<file path="src/shared/mtp_params.svh">
// timing counts, command codes, bit positions and register offsets
`ifndef MTP_PARAMS_SVH
`define MTP_PARAMS_SVH

`define MTP_CLK_NS        25
`define MTP_WP_NS         70
`define MTP_ACC_NS        100
`define MTP_REC_NS        30
`define MTP_WP_CYC  ((`MTP_WP_NS + `MTP_CLK_NS - 1) / `MTP_CLK_NS)
`define MTP_ACC_CYC ((`MTP_ACC_NS + `MTP_CLK_NS - 1) / `MTP_CLK_NS)
`define MTP_REC_CYC ((`MTP_REC_NS + `MTP_CLK_NS - 1) / `MTP_CLK_NS)

`define MTP_CMD_READ_ARRAY 8'hff
`define MTP_CMD_READ_STAT  8'h70
`define MTP_CMD_CLEAR_STAT 8'h50
`define MTP_CMD_ERASE      8'h20
`define MTP_CMD_CONFIRM    8'hd0
`define MTP_CMD_WORD_PROG  8'h40
`define MTP_CMD_BUF_SETUP  8'he8
`define MTP_CMD_LOCK_SETUP 8'h60
`define MTP_CMD_LOCK_SET   8'h01
`define MTP_CMD_RDCFG_CONF 8'h03

`define MTP_SR_READY       7
`define MTP_SR_ERASE       5
`define MTP_SR_PROG        4
`define MTP_SR_VOLT        3
`define MTP_SR_LOCK        1
`define MTP_EXT_BUF        7
`define MTP_RDCFG_PAGE     15

`define MTP_REG_CMD        5'h00
`define MTP_REG_ADDR       5'h01
`define MTP_REG_WDATA      5'h02
`define MTP_REG_RDATA      5'h03
`define MTP_REG_STATUS     5'h04
`define MTP_REG_RDCFG      5'h05
`define MTP_REG_BUF_BIT    4

`define MTP_STAT_BUSY      0
`define MTP_STAT_DONE      1
`define MTP_STAT_REFUSED   2
`define MTP_STAT_FAIL      3
`define MTP_STAT_SR_LSB    8
`define MTP_STAT_BUF       16
`define MTP_STAT_SEQ       17

`define MTP_LOCK_RETRIES   2'h2
`define MTP_RDCFG_RESET    16'h0000

`endif

</file>
<file path="src/shared/mtp_pkg.sv">
// types shared by the memory host controller
package mtp_pkg;

  typedef enum logic [3:0] {
    MTP_OP_READ_ARRAY = 4'h0,
    MTP_OP_READ_STAT  = 4'h1,
    MTP_OP_CLEAR_STAT = 4'h2,
    MTP_OP_READ_WORD  = 4'h3,
    MTP_OP_ERASE      = 4'h4,
    MTP_OP_WORD_PROG  = 4'h5,
    MTP_OP_BUF_PROG   = 4'h6,
    MTP_OP_LOCK_SET   = 4'h7,
    MTP_OP_LOCK_CLEAR = 4'h8,
    MTP_OP_RDCFG      = 4'h9
  } mtp_op_e;

  typedef enum logic [8:0] {
    S_IDLE = 9'h001,
    S_CMD1 = 9'h002,
    S_EXT  = 9'h004,
    S_CNT  = 9'h008,
    S_DATA = 9'h010,
    S_CONF = 9'h020,
    S_POLL = 9'h040,
    S_CLR  = 9'h080,
    S_READ = 9'h100
  } mtp_state_e;

  typedef enum logic [2:0] {
    CY_IDLE   = 3'h1,
    CY_STROBE = 3'h2,
    CY_RECOV  = 3'h4
  } mtp_cyc_e;

endpackage

</file>
<file path="src/core/mtp_host_ctrl.sv">
// host controller driving the memory command interface from Avalon-MM
//
// The Avalon-MM register port and the register offsets are this design's own decisions.
`timescale 1ns/1ps
`include "mtp_params.svh"

// Contract
// - host masks reserved status bits; the code masks STATUS only, RDATA keeps the raw word read after 70h
// - 70h then read returns status
// - release strobes before each status reread
// - erase is 20h then D0h in block
// - after buffer setup, read extended status
// - count, address/data pairs, then confirm
// - word program is 40h then address/data
// - set lock is 60h then confirm; the code follows 60h with 01h
// - clear locks invalid while sequencer busy
// - host repeats aborted clear locks
// - FFh returns to array read mode
module mtp_host_ctrl (
  // clock and reset
  input  wire logic        clk,
  input  wire logic        reset_n,
  // avalon-mm slave
  input  wire logic [4:0]  avs_address,
  input  wire logic        avs_read,
  input  wire logic        avs_write,
  input  wire logic [31:0] avs_writedata,
  output logic [31:0]      avs_readdata,
  output logic             avs_waitrequest,
  // memory pins
  output logic [21:0]      mem_addr,
  input  wire logic [15:0] mem_dq_in,
  output logic [15:0]      mem_dq_out,
  output logic             mem_dq_oe,
  output logic             mem_ce_n,
  output logic             mem_oe_n,
  output logic             mem_we_n
);

  mtp_pkg::mtp_state_e state_ff;
  mtp_pkg::mtp_state_e nxt_state;
  mtp_pkg::mtp_op_e    op_ff;
  mtp_pkg::mtp_op_e    wr_op;
  logic        ack_ff;
  logic [31:0] rd_mux;
  logic [3:0]  cnt_ff;
  logic [3:0]  idx_ff;
  logic [21:0] addr_ff;
  logic [15:0] wdata_ff;
  logic [15:0] rdata_ff;
  logic [15:0] rdcfg_ff;
  logic [7:0]  sr_ff;
  logic        done_ff;
  logic        refused_ff;
  logic        fail_seen_ff;
  logic        buf_seen_ff;
  logic        seq_err_ff;
  logic [1:0]  retry_ff;
  logic        issued_ff;
  logic        start_ff;
  logic [15:0] buf_mem [16];
  logic        wr_acc;
  logic        cmd_go;
  logic        accept;
  logic        finish;
  logic        cyc_read;
  logic [21:0] cyc_addr;
  logic [15:0] cyc_data;
  logic        cyc_done;
  logic [15:0] cyc_rdata;
  logic        ev_ready;
  logic        ev_buf_free;
  logic [7:0]  ev_sr;
  logic        ev_seq_err;
  logic [7:0]  code1;
  logic [7:0]  code2;
  logic        retry_go;

  // one wait state on every access keeps read data registered
  assign avs_waitrequest = (avs_read | avs_write) & ~ack_ff;
  assign wr_acc = avs_write & ack_ff;
  assign cmd_go = wr_acc && avs_address == `MTP_REG_CMD;
  assign wr_op  = mtp_pkg::mtp_op_e'(avs_writedata[3:0]);
  // a new command only when the device sequencer is known idle
  assign accept = cmd_go && state_ff == mtp_pkg::S_IDLE
                  && avs_writedata[3:0] <= 4'h9
                  && !(wr_op == mtp_pkg::MTP_OP_BUF_PROG
                       && fail_seen_ff);
  assign finish = state_ff != mtp_pkg::S_IDLE
                  && nxt_state == mtp_pkg::S_IDLE;
  // an aborted clear-locks leaves lock bits undefined; repeat it
  assign retry_go = op_ff == mtp_pkg::MTP_OP_LOCK_CLEAR
                    && ev_sr[`MTP_SR_VOLT] && retry_ff != 2'h0;

  always_ff @(posedge clk or negedge reset_n) begin
    if (!reset_n) begin
      ack_ff       <= 1'b0;
      avs_readdata <= 32'h0;
    end else begin
      ack_ff <= (avs_read | avs_write) & ~ack_ff;
      if (avs_read && !ack_ff) begin
        avs_readdata <= rd_mux;
      end
    end
  end

  always_comb begin
    rd_mux = 32'h0;
    if (avs_address[`MTP_REG_BUF_BIT]) begin
      rd_mux[15:0] = buf_mem[avs_address[3:0]];
    end else begin
      case (avs_address)
        `MTP_REG_CMD:   rd_mux = {20'h0, cnt_ff, 4'h0, op_ff};
        `MTP_REG_ADDR:  rd_mux = {10'h0, addr_ff};
        `MTP_REG_WDATA: rd_mux = {16'h0, wdata_ff};
        `MTP_REG_RDATA: rd_mux = {16'h0, rdata_ff};
        `MTP_REG_RDCFG: rd_mux = {16'h0, rdcfg_ff};
        `MTP_REG_STATUS: begin
          rd_mux[`MTP_STAT_BUSY]    = state_ff != mtp_pkg::S_IDLE;
          rd_mux[`MTP_STAT_DONE]    = done_ff;
          rd_mux[`MTP_STAT_REFUSED] = refused_ff;
          rd_mux[`MTP_STAT_FAIL]    = fail_seen_ff;
          rd_mux[`MTP_STAT_SR_LSB +: 8] = sr_ff;
          rd_mux[`MTP_STAT_BUF]     = buf_seen_ff;
          rd_mux[`MTP_STAT_SEQ]     = seq_err_ff;
        end
        default: rd_mux = 32'h0;
      endcase
    end
  end

  // software-written parameters of the next operation
  always_ff @(posedge clk or negedge reset_n) begin
    if (!reset_n) begin
      addr_ff  <= 22'h0;
      wdata_ff <= 16'h0;
      rdcfg_ff <= `MTP_RDCFG_RESET;
    end else if (wr_acc && !avs_address[`MTP_REG_BUF_BIT]) begin
      case (avs_address)
        `MTP_REG_ADDR:  addr_ff  <= avs_writedata[21:0];
        `MTP_REG_WDATA: wdata_ff <= avs_writedata[15:0];
        `MTP_REG_RDCFG: begin
          rdcfg_ff <= 16'h0;
          rdcfg_ff[`MTP_RDCFG_PAGE] <= avs_writedata[`MTP_RDCFG_PAGE];
        end
        default: ;
      endcase
    end
  end

  always_ff @(posedge clk) begin
    if (wr_acc && avs_address[`MTP_REG_BUF_BIT]) begin
      buf_mem[avs_address[3:0]] <= avs_writedata[15:0];
    end
  end

  always_ff @(posedge clk or negedge reset_n) begin
    if (!reset_n) begin
      op_ff    <= mtp_pkg::MTP_OP_READ_ARRAY;
      cnt_ff   <= 4'h0;
      retry_ff <= 2'h0;
    end else if (accept) begin
      op_ff    <= wr_op;
      cnt_ff   <= avs_writedata[11:8];
      retry_ff <= `MTP_LOCK_RETRIES;
    end else if (state_ff == mtp_pkg::S_POLL && cyc_done && ev_ready
                 && retry_go) begin
      retry_ff <= retry_ff - 2'h1;
    end
  end

  always_comb begin
    nxt_state = state_ff;
    case (state_ff)
      mtp_pkg::S_IDLE: if (accept) begin
        nxt_state = (wr_op == mtp_pkg::MTP_OP_READ_WORD) ?
                    mtp_pkg::S_READ : mtp_pkg::S_CMD1;
      end
      mtp_pkg::S_CMD1: if (cyc_done) begin
        case (op_ff)
          mtp_pkg::MTP_OP_READ_ARRAY: nxt_state = mtp_pkg::S_IDLE;
          mtp_pkg::MTP_OP_CLEAR_STAT: nxt_state = mtp_pkg::S_IDLE;
          mtp_pkg::MTP_OP_READ_STAT:  nxt_state = mtp_pkg::S_READ;
          mtp_pkg::MTP_OP_BUF_PROG:   nxt_state = mtp_pkg::S_EXT;
          default:                    nxt_state = mtp_pkg::S_CONF;
        endcase
      end
      // no free buffer: issue the setup again and recheck
      mtp_pkg::S_EXT: if (cyc_done) begin
        nxt_state = ev_buf_free ? mtp_pkg::S_CNT : mtp_pkg::S_CMD1;
      end
      mtp_pkg::S_CNT: if (cyc_done) begin
        nxt_state = mtp_pkg::S_DATA;
      end
      mtp_pkg::S_DATA: if (cyc_done && idx_ff == cnt_ff) begin
        nxt_state = mtp_pkg::S_CONF;
      end
      // the device reports status without a 70h after the S_CONF cycle of any operation
      mtp_pkg::S_CONF: if (cyc_done) begin
        nxt_state = mtp_pkg::S_POLL;
      end
      mtp_pkg::S_POLL: if (cyc_done && ev_ready) begin
        nxt_state = retry_go ? mtp_pkg::S_CLR : mtp_pkg::S_IDLE;
      end
      mtp_pkg::S_CLR: if (cyc_done) begin
        nxt_state = mtp_pkg::S_CMD1;
      end
      mtp_pkg::S_READ: if (cyc_done) begin
        nxt_state = mtp_pkg::S_IDLE;
      end
      default: nxt_state = mtp_pkg::S_IDLE;
    endcase
  end

  always_ff @(posedge clk or negedge reset_n) begin
    if (!reset_n) begin
      state_ff <= mtp_pkg::S_IDLE;
    end else begin
      state_ff <= nxt_state;
    end
  end

  always_ff @(posedge clk or negedge reset_n) begin
    if (!reset_n) begin
      idx_ff <= 4'h0;
    end else if (state_ff == mtp_pkg::S_CNT) begin
      idx_ff <= 4'h0;
    end else if (state_ff == mtp_pkg::S_DATA && cyc_done) begin
      idx_ff <= idx_ff + 4'h1;
    end
  end

  // each state runs one pin cycle at a time; S_POLL and S_DATA run further ones while they stay
  always_ff @(posedge clk or negedge reset_n) begin
    if (!reset_n) begin
      issued_ff <= 1'b0;
      start_ff  <= 1'b0;
    end else begin
      start_ff <= state_ff != mtp_pkg::S_IDLE && !issued_ff && !cyc_done;
      if (cyc_done) begin
        issued_ff <= 1'b0;
      end else if (state_ff != mtp_pkg::S_IDLE) begin
        issued_ff <= 1'b1;
      end
    end
  end

  always_comb begin
    code1 = `MTP_CMD_LOCK_SETUP;
    code2 = `MTP_CMD_CONFIRM;
    case (op_ff)
      mtp_pkg::MTP_OP_READ_ARRAY: code1 = `MTP_CMD_READ_ARRAY;
      mtp_pkg::MTP_OP_READ_STAT:  code1 = `MTP_CMD_READ_STAT;
      mtp_pkg::MTP_OP_CLEAR_STAT: code1 = `MTP_CMD_CLEAR_STAT;
      mtp_pkg::MTP_OP_ERASE:      code1 = `MTP_CMD_ERASE;
      mtp_pkg::MTP_OP_WORD_PROG:  code1 = `MTP_CMD_WORD_PROG;
      mtp_pkg::MTP_OP_BUF_PROG:   code1 = `MTP_CMD_BUF_SETUP;
      mtp_pkg::MTP_OP_LOCK_SET:   code2 = `MTP_CMD_LOCK_SET;
      mtp_pkg::MTP_OP_RDCFG:      code2 = `MTP_CMD_RDCFG_CONF;
      default: ;
    endcase
  end

  always_comb begin
    cyc_read = 1'b0;
    cyc_addr = addr_ff;
    cyc_data = 16'h0;
    case (state_ff)
      mtp_pkg::S_CMD1, mtp_pkg::S_CONF: begin
        cyc_data = {8'h00,
                    (state_ff == mtp_pkg::S_CMD1) ? code1 : code2};
        if (state_ff == mtp_pkg::S_CONF
            && op_ff == mtp_pkg::MTP_OP_WORD_PROG) begin
          cyc_data = wdata_ff;
        end
        if (op_ff == mtp_pkg::MTP_OP_RDCFG) begin
          cyc_addr = {6'h00, rdcfg_ff};
        end
      end
      mtp_pkg::S_EXT, mtp_pkg::S_POLL, mtp_pkg::S_READ: cyc_read = 1'b1;
      mtp_pkg::S_CNT:  cyc_data = {12'h000, cnt_ff};
      mtp_pkg::S_DATA: begin
        cyc_addr = addr_ff + {18'h0, idx_ff};
        cyc_data = buf_mem[idx_ff];
      end
      mtp_pkg::S_CLR: cyc_data = {8'h00, `MTP_CMD_CLEAR_STAT};
      default: ;
    endcase
  end

  // results of the finished cycles
  always_ff @(posedge clk or negedge reset_n) begin
    if (!reset_n) begin
      rdata_ff    <= 16'h0;
      sr_ff       <= 8'h00;
      seq_err_ff  <= 1'b0;
      buf_seen_ff <= 1'b0;
    end else if (cyc_done) begin
      if (state_ff == mtp_pkg::S_READ) begin
        rdata_ff <= cyc_rdata;
      end
      if (state_ff == mtp_pkg::S_EXT) begin
        buf_seen_ff <= ev_buf_free;
      end
      if ((state_ff == mtp_pkg::S_POLL && ev_ready)
          || (state_ff == mtp_pkg::S_READ
              && op_ff == mtp_pkg::MTP_OP_READ_STAT)) begin
        sr_ff      <= ev_sr;
        seq_err_ff <= ev_seq_err;
      end
    end
  end

  always_ff @(posedge clk or negedge reset_n) begin
    if (!reset_n) begin
      fail_seen_ff <= 1'b0;
    end else if (state_ff == mtp_pkg::S_POLL && cyc_done && ev_ready
                 && (ev_sr[`MTP_SR_PROG] || ev_sr[`MTP_SR_ERASE])) begin
      fail_seen_ff <= 1'b1;
    end else if (cyc_done && (state_ff == mtp_pkg::S_CLR
                 || (state_ff == mtp_pkg::S_CMD1
                     && op_ff == mtp_pkg::MTP_OP_CLEAR_STAT))) begin
      fail_seen_ff <= 1'b0;
    end
  end

  // sticky flags: a new event wins over a software clear
  always_ff @(posedge clk or negedge reset_n) begin
    if (!reset_n) begin
      done_ff    <= 1'b0;
      refused_ff <= 1'b0;
    end else begin
      if (finish) begin
        done_ff <= 1'b1;
      end else if (wr_acc && avs_address == `MTP_REG_STATUS
                   && avs_writedata[`MTP_STAT_DONE]) begin
        done_ff <= 1'b0;
      end
      if (cmd_go && !accept) begin
        refused_ff <= 1'b1;
      end else if (wr_acc && avs_address == `MTP_REG_STATUS
                   && avs_writedata[`MTP_STAT_REFUSED]) begin
        refused_ff <= 1'b0;
      end
    end
  end

  mtp_bus_cycle u_cycle (
    .clk        (clk),
    .reset_n    (reset_n),
    .start      (start_ff),
    .is_read    (cyc_read),
    .addr       (cyc_addr),
    .wdata      (cyc_data),
    .done       (cyc_done),
    .rdata      (cyc_rdata),
    .mem_addr   (mem_addr),
    .mem_dq_in  (mem_dq_in),
    .mem_dq_out (mem_dq_out),
    .mem_dq_oe  (mem_dq_oe),
    .mem_ce_n   (mem_ce_n),
    .mem_oe_n   (mem_oe_n),
    .mem_we_n   (mem_we_n)
  );

  mtp_status_eval u_eval (
    .raw              (cyc_rdata),
    .ready            (ev_ready),
    .buffer_free_flag (ev_buf_free),
    .sr               (ev_sr),
    .seq_err          (ev_seq_err)
  );

  a_buf_refuse: assert property (
    @(posedge clk) disable iff (!reset_n)
    (cmd_go && wr_op == mtp_pkg::MTP_OP_BUF_PROG && fail_seen_ff)
      |=> refused_ff && op_ff == $past(op_ff))
    else $error("buffer setup taken with failure flag set");

  a_poll_again: assert property (
    @(posedge clk) disable iff (!reset_n)
    (state_ff == mtp_pkg::S_POLL && cyc_done && !ev_ready)
      |=> (state_ff == mtp_pkg::S_POLL && !start_ff) ##1 start_ff)
    else $error("busy status not polled again");

  a_rdcfg_reserved: assert property (
    @(posedge clk) disable iff (!reset_n)
    rdcfg_ff[14:0] == 15'h0)
    else $error("reserved read configuration bits set");

  a_sr_masked: assert property (
    @(posedge clk) disable iff (!reset_n)
    sr_ff[6] == 1'b0 && sr_ff[2] == 1'b0 && sr_ff[0] == 1'b0
    && (sr_ff[`MTP_SR_READY] || sr_ff == 8'h00))
    else $error("reserved or undriven status bits kept");

  a_erase_seq: assert property (
    @(posedge clk) disable iff (!reset_n)
    (state_ff == mtp_pkg::S_CMD1 && op_ff == mtp_pkg::MTP_OP_ERASE
     && cyc_done) |=> state_ff == mtp_pkg::S_CONF ##2
      cyc_data == {8'h00, `MTP_CMD_CONFIRM})
    else $error("erase not followed by confirm");

  a_status_cmd: assert property (
    @(posedge clk) disable iff (!reset_n)
    (state_ff == mtp_pkg::S_CMD1 && op_ff == mtp_pkg::MTP_OP_READ_STAT
     && cyc_done) |=> state_ff == mtp_pkg::S_READ && cyc_read)
    else $error("status command not followed by read");

  a_clear_fail: assert property (
    @(posedge clk) disable iff (!reset_n)
    (state_ff == mtp_pkg::S_CMD1 && op_ff == mtp_pkg::MTP_OP_CLEAR_STAT
     && cyc_done) |=> !fail_seen_ff && state_ff == mtp_pkg::S_IDLE)
    else $error("clear status did not clear failure flag");

  a_wait_once: assert property (
    @(posedge clk) disable iff (!reset_n)
    ((avs_read || avs_write) && !ack_ff) |-> avs_waitrequest ##1 ack_ff)
    else $error("waitrequest not released after one cycle");

endmodule

</file>
<file path="src/core/mtp_status_eval.sv">
// decodes a status or extended status word read from the memory
`timescale 1ns/1ps
`include "mtp_params.svh"

module mtp_status_eval (
  // raw word from the data pins
  input  wire logic [15:0] raw,
  // decoded view
  output logic             ready,
  output logic             buffer_free_flag,
  output logic [7:0]       sr,
  output logic             seq_err
);

  assign ready            = raw[`MTP_SR_READY];
  assign buffer_free_flag = raw[`MTP_EXT_BUF];
  // lower bits float while busy, so only bit 7 is trusted then
  always_comb begin
    sr = 8'h00;
    sr[`MTP_SR_READY] = raw[`MTP_SR_READY];
    if (raw[`MTP_SR_READY]) begin
      sr[`MTP_SR_ERASE] = raw[`MTP_SR_ERASE];
      sr[`MTP_SR_PROG]  = raw[`MTP_SR_PROG];
      sr[`MTP_SR_VOLT]  = raw[`MTP_SR_VOLT];
      sr[`MTP_SR_LOCK]  = raw[`MTP_SR_LOCK];
    end
  end
  assign seq_err = sr[`MTP_SR_ERASE] & sr[`MTP_SR_PROG];

endmodule

</file>
<file path="src/core/mtp_bus_cycle.sv">
// one asynchronous read or write cycle on the memory pins
`timescale 1ns/1ps
`include "mtp_params.svh"

module mtp_bus_cycle (
  // clock and reset
  input  wire logic        clk,
  input  wire logic        reset_n,
  // cycle request
  input  wire logic        start,
  input  wire logic        is_read,
  input  wire logic [21:0] addr,
  input  wire logic [15:0] wdata,
  output logic             done,
  output logic [15:0]      rdata,
  // memory pins
  output logic [21:0]      mem_addr,
  input  wire logic [15:0] mem_dq_in,
  output logic [15:0]      mem_dq_out,
  output logic             mem_dq_oe,
  output logic             mem_ce_n,
  output logic             mem_oe_n,
  output logic             mem_we_n
);

  mtp_pkg::mtp_cyc_e st_ff;
  logic [2:0]        cnt_ff;
  logic              rd_ff;

  always_ff @(posedge clk or negedge reset_n) begin
    if (!reset_n) begin
      st_ff  <= mtp_pkg::CY_IDLE;
      cnt_ff <= 3'h0;
      rd_ff  <= 1'b0;
      done   <= 1'b0;
    end else begin
      done <= 1'b0;
      case (st_ff)
        mtp_pkg::CY_IDLE: if (start) begin
          st_ff  <= mtp_pkg::CY_STROBE;
          rd_ff  <= is_read;
          cnt_ff <= is_read ? 3'(`MTP_ACC_CYC - 1) : 3'(`MTP_WP_CYC - 1);
        end
        mtp_pkg::CY_STROBE: if (cnt_ff == 3'h0) begin
          st_ff  <= mtp_pkg::CY_RECOV;
          cnt_ff <= 3'(`MTP_REC_CYC - 1);
        end else begin
          cnt_ff <= cnt_ff - 3'h1;
        end
        mtp_pkg::CY_RECOV: if (cnt_ff == 3'h0) begin
          st_ff <= mtp_pkg::CY_IDLE;
          done  <= 1'b1;
        end else begin
          cnt_ff <= cnt_ff - 3'h1;
        end
        default: st_ff <= mtp_pkg::CY_IDLE;
      endcase
    end
  end

  // address and data are held through recovery so the device latches
  // them on the rising strobe with margin
  always_ff @(posedge clk or negedge reset_n) begin
    if (!reset_n) begin
      mem_addr   <= 22'h0;
      mem_dq_out <= 16'h0;
      mem_dq_oe  <= 1'b0;
      mem_ce_n   <= 1'b1;
      mem_oe_n   <= 1'b1;
      mem_we_n   <= 1'b1;
      rdata      <= 16'h0;
    end else if (st_ff == mtp_pkg::CY_IDLE && start) begin
      mem_addr   <= addr;
      mem_dq_out <= wdata;
      mem_dq_oe  <= !is_read;
      mem_ce_n   <= 1'b0;
      mem_oe_n   <= !is_read;
      mem_we_n   <= is_read;
    end else if (st_ff == mtp_pkg::CY_STROBE && cnt_ff == 3'h0) begin
      mem_ce_n <= 1'b1;
      mem_oe_n <= 1'b1;
      mem_we_n <= 1'b1;
      if (rd_ff) begin
        rdata <= mem_dq_in;
      end
    end else if (st_ff == mtp_pkg::CY_RECOV && cnt_ff == 3'h0) begin
      mem_dq_oe <= 1'b0;
    end
  end

  a_we_width: assert property (
    @(posedge clk) disable iff (!reset_n)
    $fell(mem_we_n) |-> !mem_we_n [*3] ##1 mem_we_n)
    else $error("write strobe width wrong");

  a_strobe_excl: assert property (
    @(posedge clk) disable iff (!reset_n)
    (!mem_we_n || !mem_oe_n) |-> !mem_ce_n && (mem_we_n || mem_oe_n))
    else $error("strobes overlap or chip not selected");

  a_dq_hold: assert property (
    @(posedge clk) disable iff (!reset_n)
    (!mem_we_n && !$fell(mem_we_n)) |->
      mem_dq_oe && $stable(mem_dq_out) && $stable(mem_addr))
    else $error("write data moved during strobe");

  a_read_gap: assert property (
    @(posedge clk) disable iff (!reset_n)
    $rose(mem_oe_n) |-> (mem_oe_n && mem_ce_n) [*2])
    else $error("read strobe not released before reread");

endmodule

</file>
<file path="config.mk">
export PLATFORM = sky130hd
export DESIGN_NAME = mtp_host_ctrl
export DESIGN_NICKNAME = d
export VERILOG_FILES = /design/src/shared/mtp_pkg.sv /design/src/core/mtp_host_ctrl.sv /design/src/core/mtp_status_eval.sv /design/src/core/mtp_bus_cycle.sv
export VERILOG_INCLUDE_DIRS = /design/src /design/src/shared
export SDC_FILE = /design/constraint.sdc
export NUM_CORES = 1
export LEC_CHECK = 0
export BUFFER_PORTS_ARGS = -buffer_cell sky130_fd_sc_hd__buf_2
export CAP_MARGIN = 30
export CORE_UTILIZATION = 59
export DETAILED_ROUTE_END_ITERATION = 8
export GPL_ROUTABILITY_DRIVEN = 0
export PLACE_DENSITY_LB_ADDON = 0.15
export SETUP_SLACK_MARGIN = 0.05
export SKIP_LAST_GASP = 1
export SLEW_MARGIN = 20
export SYNTH_ARGS = -nofsm -noshare
export SYNTH_HDL_FRONTEND = slang
export SYNTH_SLANG_ARGS = --single-unit
</file>
<file path="constraint.sdc">
create_clock -name clk -period 3.4 [get_ports clk]
set_clock_uncertainty 0.15 [all_clocks]
set_input_delay 0.68 -clock clk [delete_from_list [all_inputs] [get_ports clk]]
set_output_delay 0.68 -clock clk [all_outputs]
set_load 0.1 [all_outputs]
</file>
## After elaboration in Yosys (flattened, before gate mapping)

Memories as Yosys holds them, arrays and structs flattened.
Cells that the tools add are included.

- Flip-flop bits (word level): 189
- Bits in writable memories: 256
- Input bits: 57
- Output and inout port bits: 75
- Memories kept: 1

Memories:

| memory | depth | width | rd ports | clocked after memory_dff | wr ports | line | source |
|---|---|---|---|---|---|---|---|
| buf_mem | 16 | 16 | 2 | 0 | 1 | mtp_host_ctrl.sv:61 | `logic [15:0] buf_mem [16];` |

- $add $sub $neg: 4
- Order comparisons: 1
- Equal/unequal tests: 35
- Multiplexer cells: 62
- Bitwise logic cells: 6
- Reductions and logical operators: 69

Operator list:

| operator | count |
|---|---|
| two-way mux 9 bit | 10 |
| case mux 9 bit (9 select lines) | 1 |
| case mux 16 bit (4 select lines) | 1 |
| case mux 10 bit (6 select lines) | 1 |
| case mux 8 bit (6 select lines) | 1 |
| case mux 22 bit (2 select lines) | 1 |
| logical AND 1 bit | 32 |
| two-way mux 16 bit | 2 |
| case mux 9 bit (3 select lines) | 1 |
| adder 22 x 4 -> 22 bit | 1 |
| two-way mux 1 bit | 22 |
| two-way mux 22 bit | 1 |
| two-way mux 3 bit | 7 |
| == test 4 x 3 -> 1 bit (second input constant) | 5 |
| case mux 4 bit (5 select lines) | 1 |
| == test 9 x 1 -> 1 bit (second input constant) | 2 |
| case mux 3 bit (3 select lines) | 2 |
| nonzero test 2 bit | 9 |
| two-way mux 4 bit | 4 |
| two-way mux 8 bit | 2 |
| case mux 8 bit (2 select lines) | 1 |
| AND reduction 2 bit | 8 |
| case mux 4 bit (3 select lines) | 1 |
| == test 5 x 2 -> 1 bit (second input constant) | 2 |
| other kinds (38) | 59 |

## Longest topological paths before layout

Gate-level depths: netlist of the first run.

- Depth in word-level cells: 10
- Gate-level depth with buffers: 9
- Gate-level depth less buffers: 8

## Cells and area by module

From an unflattened synthesis of the first run, not the netlist that was laid out.

- Cell total of the unflattened synthesis: 1459
- Area, all modules: 21204.1 sq um

By module, submodules not included:

| module | instances | cells each | area each (sq um) | seq. area each (sq um) |
|---|---|---|---|---|
| mtp_host_ctrl | 1 | 1188 | 18422.7 | 10591.4 |
| mtp_bus_cycle | 1 | 259 | 2696.3 | 1656.6 |
| mtp_status_eval | 1 | 12 | 85.1 | 0.0 |

## Worst setup path after synthesis of the first run

Ideal clock, no wire load.

- Path type: input port to flip-flop
- Start point: input port avs_address[1]
- End point: memory buf_mem[3][0], enable pin
- Setup time: 0.409 ns
- Arrival: 2.514 ns
- Path slack: 0.326 ns
- Stages: 4
- Path buffers: 2
- Path through: buf_2 -> buf_1 -> nand3_1 -> nor3_1

RTL lines:

| item | line | source |
|---|---|---|
| start, declared | mtp_host_ctrl.sv:24 | `input wire logic [4:0] avs_address,` |
| end, declared | mtp_host_ctrl.sv:61 |  |

Straight into the memory's write port.

## Final worst setup path of the first run

- Start point: register idx_ff[0]
- End point: register u_cycle.mem_addr[17]

- Longest elaborated chain between the ends: 2

Ends and longest elaborated chain:

| item | line | source |
|---|---|---|
| start, declared | mtp_host_ctrl.sv:47 | `logic [3:0] idx_ff;` |
| start signal, assigned | mtp_host_ctrl.sv:229 | `idx_ff <= idx_ff + 4'h1;` |
| adder 22 x 4 -> 22 bit | mtp_host_ctrl.sv:283 | `cyc_addr = addr_ff + {18'h0, idx_ff};` |
| case mux 22 bit (2 select lines) | mtp_host_ctrl.sv:268 | `case (state_ff)` |
| end signal, assigned | mtp_bus_cycle.sv:73 | `mem_addr <= addr;` |
| end, declared | mtp_bus_cycle.sv:17 | `output logic [21:0] mem_addr,` |

No other way between the ends.
A chain may end at the register's enable or synchronous reset.

==> run_results.csv, run 1 <==
group,metric,value,unit
routing,antenna_left,0,
cells_and_area,layout_common_cells,"edfxtp_1 (256), dfrtp_1 (171), mux4_2 (147)",
clocking,root_buffer,"clkbuf_16",
worst_setup_path,endpoint_kind,"register",
routing,routed_wl,56600,µm
cells_and_area,post-route-util,0.681,
power_and_ir_drop,p_int,0.00915,W
sta,period_needed,2.85,ns
routing,drcViolationCount,0,
die,dieArea,0.0363,mm²
status,status,"finished, final reports clean",
synthesis,synth_top_area_cell,"edfxtp_1",
power_and_ir_drop,power,0.0137,W
grt,grt_pass1_vias,13855,
clocking,clock_latency,0.58,ns
grt,grt_usage,0.325,
clocking,post_cts_resized,0,
synthesis,syn_inst,1437,
placed_design,port_buffers,111,
sta,hold_viol,0,
worst_setup_path,worstPathRequired,3.74,ns
cells_and_area,area_delta_synth_final,12.9,%
clocking,cts_tree,"built",
routing,vias_per_cell,6.69,
synthesis,synth_area,0.0209,mm²
die,initial_core_util,0.603,
synthesis,synth_edf_count,256,
grt,grt_pass1_wl,85700,µm
synthesis,yosysWarningCount,0,
job,cap_violations,0,
die,pin_count,132,
grt,grt_start_max_net_pins,75,
synthesis,ys_seq_elements,435,
worst_setup_path,critPathLaunchType,"register",
sta,period_share,0.837,
synthesis,ys_async_sr_fraction,0.411,
synthesis,synthesis.area_per_instance,14.6,µm²
sta,rsz0062_at_grt,"false",
grt,antenna_found_initial,3,
clocking,cts_hold_buf,1,
clocking,htree_levels,2,
sta,final_max_slew_viol_count,0,
synthesis,synthFlopType,"edfxtp_1",
routing,drt_iter0_drc,1712,
routing,wl_per_cell,27.6,µm
placed_design,place_hpwl,37800,µm
power_and_ir_drop,p_per_area,579,mW/mm²
clocking,clock-sinks,435,
worst_setup_path,crit_fanout,18,
routing,dr.pass1.iters,5,
clocking,cts_buffer_depth,3,
cells_and_area,nNetsFinal,1627,
sta,fin_tns_setup,0,ns
die,die_h,190,µm
min_path,holdPathStages,2,
power_and_ir_drop,combPwrFrac,0.201,
clocking,cts_buffers,45,
clocking,postCtsSetupBuffers,0,
synthesis,synth.distinct_cells,82,
cells_and_area,layout_commonest_cell,"edfxtp_1",
synthesis,synth.top_cell.area_share,0.367,
power_and_ir_drop,p_sw_frac,0.332,
min_path,hold_path.class,"input pin to register",
synthesis,synth.area.top_cells,"edfxtp_1 (37%), dfrtp_1 (21%), mux4_2 (16%), mux2_2 (3.5%), nand2_1 (1.9%)",
power_and_ir_drop,p_leak,8.84,nW
clocking,clk_pin_slew,0.06,ns
die,fp.coreArea,0.0347,mm²
die,rows,68,
die,die_x,190,µm
sta,relSlewSlack,0.463,
sta,setup-violations-final,0,
power_and_ir_drop,switching_power,0.00454,W
sta,clock.fmax,0.351,GHz
grt,grt_overflow,0,
worst_setup_path,criticalPathCategory,"register to register",
power_and_ir_drop,p_clk_frac,0.342,
synthesis,ys_seq_area_frac,0.581,
power_and_ir_drop,irDropWorstVdd,0.917,mV
sta,worst_pin_slew,0.785,ns
worst_setup_path,cp.arrival,3.19,ns
routing,vias,13719,
cells_and_area,drive_gt1_frac,0.320,
power_and_ir_drop,power_frac_seq,0.457,
worst_setup_path,ff2ff_path_depth,7,
-- power groups by stage --
stage / registers [W] / logic [W] / clock network [W]
3_3_place_gp: 0.00634 / 0.00272 / 0
4_1_cts: 0.00625 / 0.00276 / 0.00474
5_1_grt: 0.00628 / 0.00290 / 0.00493
3_5_place_dp: 0.00635 / 0.00276 / 0
2_1_floorplan: 0.00769 / 0.000774 / 0
6_report: 0.00625 / 0.00276 / 0.00468
-- stage by stage --
| step | area [µm²] | worst slack [ns] | hold WS [ns] | instances |
|---|---|---|---|---|
| 2_1_floorplan | 21000 | 0.326 | 0.234 | 1446 |
| 3_3_place_gp | 22200 | 0.382 | 0.307 | 1968 |
| 3_5_place_dp | 22200 | 0.378 | 0.322 | 1968 |
| 4_1_cts | 23700 | 0.566 | 0.167 | 2050 |
| 5_1_grt | 23700 | 0.353 | 0.180 | 2051 |
| 6_report | 23700 | 0.555 | 0.182 | 2051 |
-- path summary, 6_finish.rpt --
check | start | slack, ns | end
worst max-delay path | idx_ff[0]$_DFFE_PN0P_ | 0.55 | u_cycle.mem_addr[17]$_DFFE_PN0P_
max in group asynchronous | reset_n | 1.77 | u_cycle.rdata[11]$_DFFE_PN0P_
worst max register to register | idx_ff[0]$_DFFE_PN0P_ | 0.55 | u_cycle.mem_addr[17]$_DFFE_PN0P_
worst min-delay path | mem_dq_in[15] | 0.18 | u_cycle.rdata[15]$_DFFE_PN0P_
worst min register to register | u_cycle.mem_dq_out[2]$_DFFE_PN0P_ | 0.33 | u_cycle.mem_dq_out[2]$_DFFE_PN0P_
min in group asynchronous | reset_n | 0.51 | u_cycle.st_ff[1]$_DFFE_PN0P_
-- layout make-up --
class                      instances  area, µm²
sequential                       435      12200
clock inverter                    21        161
multi-input combinational        872       8160
timing repair buffer             190       1290
clock buffer                      60       1230
antenna                            1       2.50
fill                            2414      11100
tap                              455        569
inverter                          17       63.8
-- cells in the mapped netlist, types with 9 or more instances --
library cell and instances:
edfxtp_1 256, mux2_1 11, and3_1 10, xor2_1 10
dfrtp_1 174, nor2b_1 16, o21ai_0 54, a21oi_1 44
mux2i_1 16, a211oi_1 14, nor3_1 23, mux4_2 147
buf_2 45, nand2_1 104, nor2_1 100, mux2_2 65
a21o_1 9, inv_1 16, clkbuf_1 45, a221oi_1 15
nand3_1 25, a31oi_1 18, a22oi_1 28, buf_4 16
-- sequential cells by signal, summed over array words and instances (netlist names), 5 cells and up --
| register | flops |
|---|---|
| u_cycle.mem_addr | 22 |
| buf_mem | 256 |
| state_ff | 9 |
| u_cycle.rdata | 16 |
| sr_ff | 5 |
| avs_readdata | 22 |
| addr_ff | 22 |
| wdata_ff | 16 |
| rdata_ff | 16 |
| u_cycle.mem_dq_out | 16 |
-- kinds of logic after synthesis --
kind of cell	after synthesis	share of synthesized area
flops	435	0.581
compound gates	249	0.0803
buf+inv	139	0.0338
fa+ha+maj	9	0.00573
other cells	1	0.000179
xor+xnor	18	0.00753
mux	241	0.208
simple gates	345	0.0833
-- critical path, stage by stage, from the launching register on --
cell	delay, ns
dfrtp_4	0.63
ha_1	0.30
a21o_1	0.18
a221oi_1	0.62
nor2_1	0.29
a41oi_1	0.29
o21ai_0	0.10
a31oi_1	0.20
-- per-layer routing --
metal,global-route usage,wire [µm],part of all wire
met1,0.435,21900,0.39
met2,0.519,27400,0.48
met4,0.160,2900,0.051
met3,0.0541,4350,0.077
met5,0,13,0.00023
Note: power is estimated with default switching activity, not from simulation.
==> run 2: changes to the inputs <==
--- a/config.mk
+++ b/config.mk
@@ -6,9 +6,10 @@
 export SDC_FILE = /design/constraint.sdc
 export NUM_CORES = 1
 export LEC_CHECK = 0
+export ABC_AREA = 1
 export BUFFER_PORTS_ARGS = -buffer_cell sky130_fd_sc_hd__buf_2
 export CAP_MARGIN = 30
-export CORE_UTILIZATION = 59
+export CORE_UTILIZATION = 55
 export DETAILED_ROUTE_END_ITERATION = 8
 export GPL_ROUTABILITY_DRIVEN = 0
 export PLACE_DENSITY_LB_ADDON = 0.15
==> constraint.sdc (replaced) <==
create_clock -name clk -period 2.55 [get_ports clk]
set_clock_uncertainty 0.15 [all_clocks]
set_input_delay 0.51 -clock clk [delete_from_list [all_inputs] [get_ports clk]]
set_output_delay 0.51 -clock clk [all_outputs]
set_load 0.1 [all_outputs]
==> run 2 against run 1 <==
Effect of this change: the run now ends with DRC left; worst setup slack got worse by 0.35 ns; count of clock-buffer cells in the layout rose by 8; non-clock buffer count rose by 43; via count rose by 42%; die area rose by 12%; wire length rose by 25%; sequential cell count did not move; synthesized area rose by 4.6%; critical path depth rose by 5; highest routed layer unchanged.
==> run_results.csv, run 2 <==
group,metric,value,unit
synthesis,synth_compound_area_frac,0.109,
clocking,root_buffer,"clkbuf_16",
power_and_ir_drop,p_per_area,754,mW/mm²
synthesis,synth_edf_count,256,
status,status,"complete, but fails checks",
worst_setup_path,worstPathRequired,2.87,ns
cells_and_area,area_delta_synth_final,15.4,%
routing,vias_per_cell,6.01,
power_and_ir_drop,power,0.0191,W
worst_setup_path,criticalPathCategory,"register to register",
placed_design,port_buffers,111,
synthesis,syn_inst,2538,
placed_design,place_hpwl,48100,µm
worst_setup_path,rrSetupSlack,0.21,ns
power_and_ir_drop,irDropWorstVdd,0.618,mV
synthesis,yosys.area_share.simple,0.249,
min_path,hold_path.class,"input pin to register",
routing,routed_wl,70600,µm
synthesis,ys_seq_area_frac,0.556,
worst_setup_path,cp.arrival,2.67,ns
synthesis,synthTopCellsByCount,"nand2_1 (741), edfxtp_1 (256), nand3_1 (241), nor2_1 (238), inv_1 (234)",
synthesis,synth_xor_area_frac,0.000800,
synthesis,yosysWarningCount,0,
grt,grt_overflow,0,
routing,drcViolationCount,1,
sta,rsz0062_at_grt,"false",
die,dieArea,0.0406,mm²
synthesis,muxShareOfSynthArea,0.00668,
clocking,clk_pin_slew,0.06,ns
sta,period_needed,2.34,ns
routing,dr.pass1.iters,8,
cells_and_area,nNetsFinal,2762,
cells_and_area,antennaDiodeCount,0,
routing,antenna_left,0,
status,violations,"DRC",
grt,grt_pass1_wl,107000,µm
synthesis,ys_async_sr_fraction,0.411,
synthesis,synth.distinct_cells,51,
die,die_x,202,µm
synthesis,ys_seq_elements,435,
synthesis,synthFlopType,"edfxtp_1",
power_and_ir_drop,p_leak,11.1,nW
clocking,cts_tree,"built",
clocking,htree_levels,2,
synthesis,synthAdderAreaFrac,0.00548,
die,pin_count,132,
grt,grt_pass1_vias,18520,
worst_setup_path,critPathLaunchType,"register",
routing,wl_per_cell,21.7,µm
cells_and_area,drive_gt1_frac,0.138,
placed_design,place_ws,0.0590,ns
die,rows,72,
routing,drt_iter0_drc,2221,
synthesis,synth_top_family_by_area,"simple AND/OR/NAND/NOR gates",
clocking,cts_buffers,47,
routing,vias,19541,
cells_and_area,layout_common_cells,"nand2_1 (741), edfxtp_1 (256), nand3_1 (241)",
synthesis,synth_area,0.0219,mm²
synthesis,synth.area.top_cells,"edfxtp_1 (35%), dfrtp_1 (20%), nand2_1 (13%), nand3_1 (5.5%), nor2_1 (4.1%)",
job,cap_violations,0,
sta,worst_pin_slew,0.919,ns
worst_setup_path,endpoint_kind,"register",
synthesis,synth_top_area_cell,"edfxtp_1",
sta,worst_slack,0.207,ns
synthesis,synth.top_cell.area_share,0.351,
cells_and_area,largest_register_ffs,256,
clocking,cts_buffer_depth,3,
worst_setup_path,crit_fanout,79,
grt,grt_start_max_net_pins,80,
sta,final_max_slew_viol_count,0,
sta,setup-violations-final,0,
sta,relSlewSlack,0.383,
cells_and_area,layout_commonest_cell,"nand2_1",
synthesis,yosysMostFrequentCell,"nand2_1",
grt,grt_usage,0.347,
grt,antenna_found_initial,4,
die,initial_core_util,0.562,
clocking,clock_latency,0.60,ns
clocking,clock-sinks,435,
die,fp.coreArea,0.0390,mm²
synthesis,synthesis.area_per_instance,8.63,µm²
die,die_h,202,µm
sta,clock.fmax,0.427,GHz
sta,period_share,0.919,
sta,hold_viol,0,
## run 2: cell types whose count changed in the layout (fill, tap and decap cells not counted), sizes merged, moves of 17 or more
cell    change
buf        +34
nand2     +645
nor2b      -17
a21oi      +22
mux4      -147
o211ai     +31
o21ai     +103
nand3     +217
a22oi      +70
mux2       -65
nor2      +153
inv       +228
## run 2: cell families after synthesis
family	Yosys count
simple gates	1305
other cells	1
xor+xnor	2
flops	435
compound gates	395
buf+inv	378
mux	13
fa+ha+maj	9
## run 2: layout make-up
class	instances	area (µm²)
clock buffers	68	1330
clock inverters	20	126
fillers	3151	13700
inverters	245	922
multi-input cells	1734	8230
flip-flops and latches	435	12200
well taps	518	648
repair buffers	233	1850
## run 2: through the flow
step | setup TNS (ns) | area, µm² | hold slack [ns] | utilization | std cells
2_1_floorplan | -1.10 | 22000 | 0.0644 | - | 2547
3_3_place_gp | 0 | 23700 | 0.297 | 0.608 | 3155
4_1_cts | 0 | 25200 | 0.00205 | 0.647 | 3252
3_5_place_dp | 0 | 23700 | 0.310 | 0.608 | 3155
5_1_grt | 0 | 25300 | 0.0256 | 0.648 | 3253
6_report | 0 | 25300 | 0.0237 | 0.648 | 3253
## run 2: critical path, cell delays in order, from the launching register on
cell,delay (ns)
dfrtp_4,0.50
buf_16,0.23
inv_4,0.16
buf_12,0.21
nand2_1,0.07
nand3_1,0.07
nand3_1,0.09
nand3_1,0.15
nand2_1,0.12
nand2_1,0.07
nand3_1,0.19
nand2_1,0.11
inv_1,0.04
## run 2: routing by layer
layer,GRT usage,wire length [µm],vias to the layer above
met5,0,54,-
met4,0.166,3410,8
met3,0.0680,8200,255
met2,0.530,31100,1235
met1,0.477,27800,9231
li1,-,-,8812
## run 2: power by group
| group | switching, W | leakage, nW | internal [W] |
|---|---|---|---|
| Sequential | 0.000424 | 4.56 | 0.00796 |
| Combinational | 0.00340 | 5.82 | 0.000777 |
| Clock | 0.00280 | 0.718 | 0.00370 |
| Total | 0.00662 | 11.1 | 0.0124 |
## run 2: repair_timing
| action | 4_1_cts | 5_1_grt |
|---|---|---|
| resized for setup | 0 | 3 |
| endpoints found under the hold margin | 54 | 0 |
| setup endpoints to repair | 0 | 2 |
| hold buffers | 9 | 0 |
| buffers inserted | 0 | 0 |
## run 2: path summary, 6_finish.rpt
kind,startpoint,to,depth (start not counted)
setup reg to reg,idx_ff[0]$_DFFE_PN0P_,u_cycle.mem_dq_out[0]$_DFFE_PN0P_,12
min in group asynchronous,reset_n,u_cycle.mem_addr[1]$_DFFE_PN0P_,2
max in group asynchronous,reset_n,state_ff[0]$_DFF_PN1_,3
hold reg to reg,ack_ff$_DFF_PN0_,ack_ff$_DFF_PN0_,1
setup / recovery,idx_ff[0]$_DFFE_PN0P_,u_cycle.mem_dq_out[0]$_DFFE_PN0P_,12
hold / removal,avs_writedata[18],addr_ff[18]$_DFFE_PN0P_,3
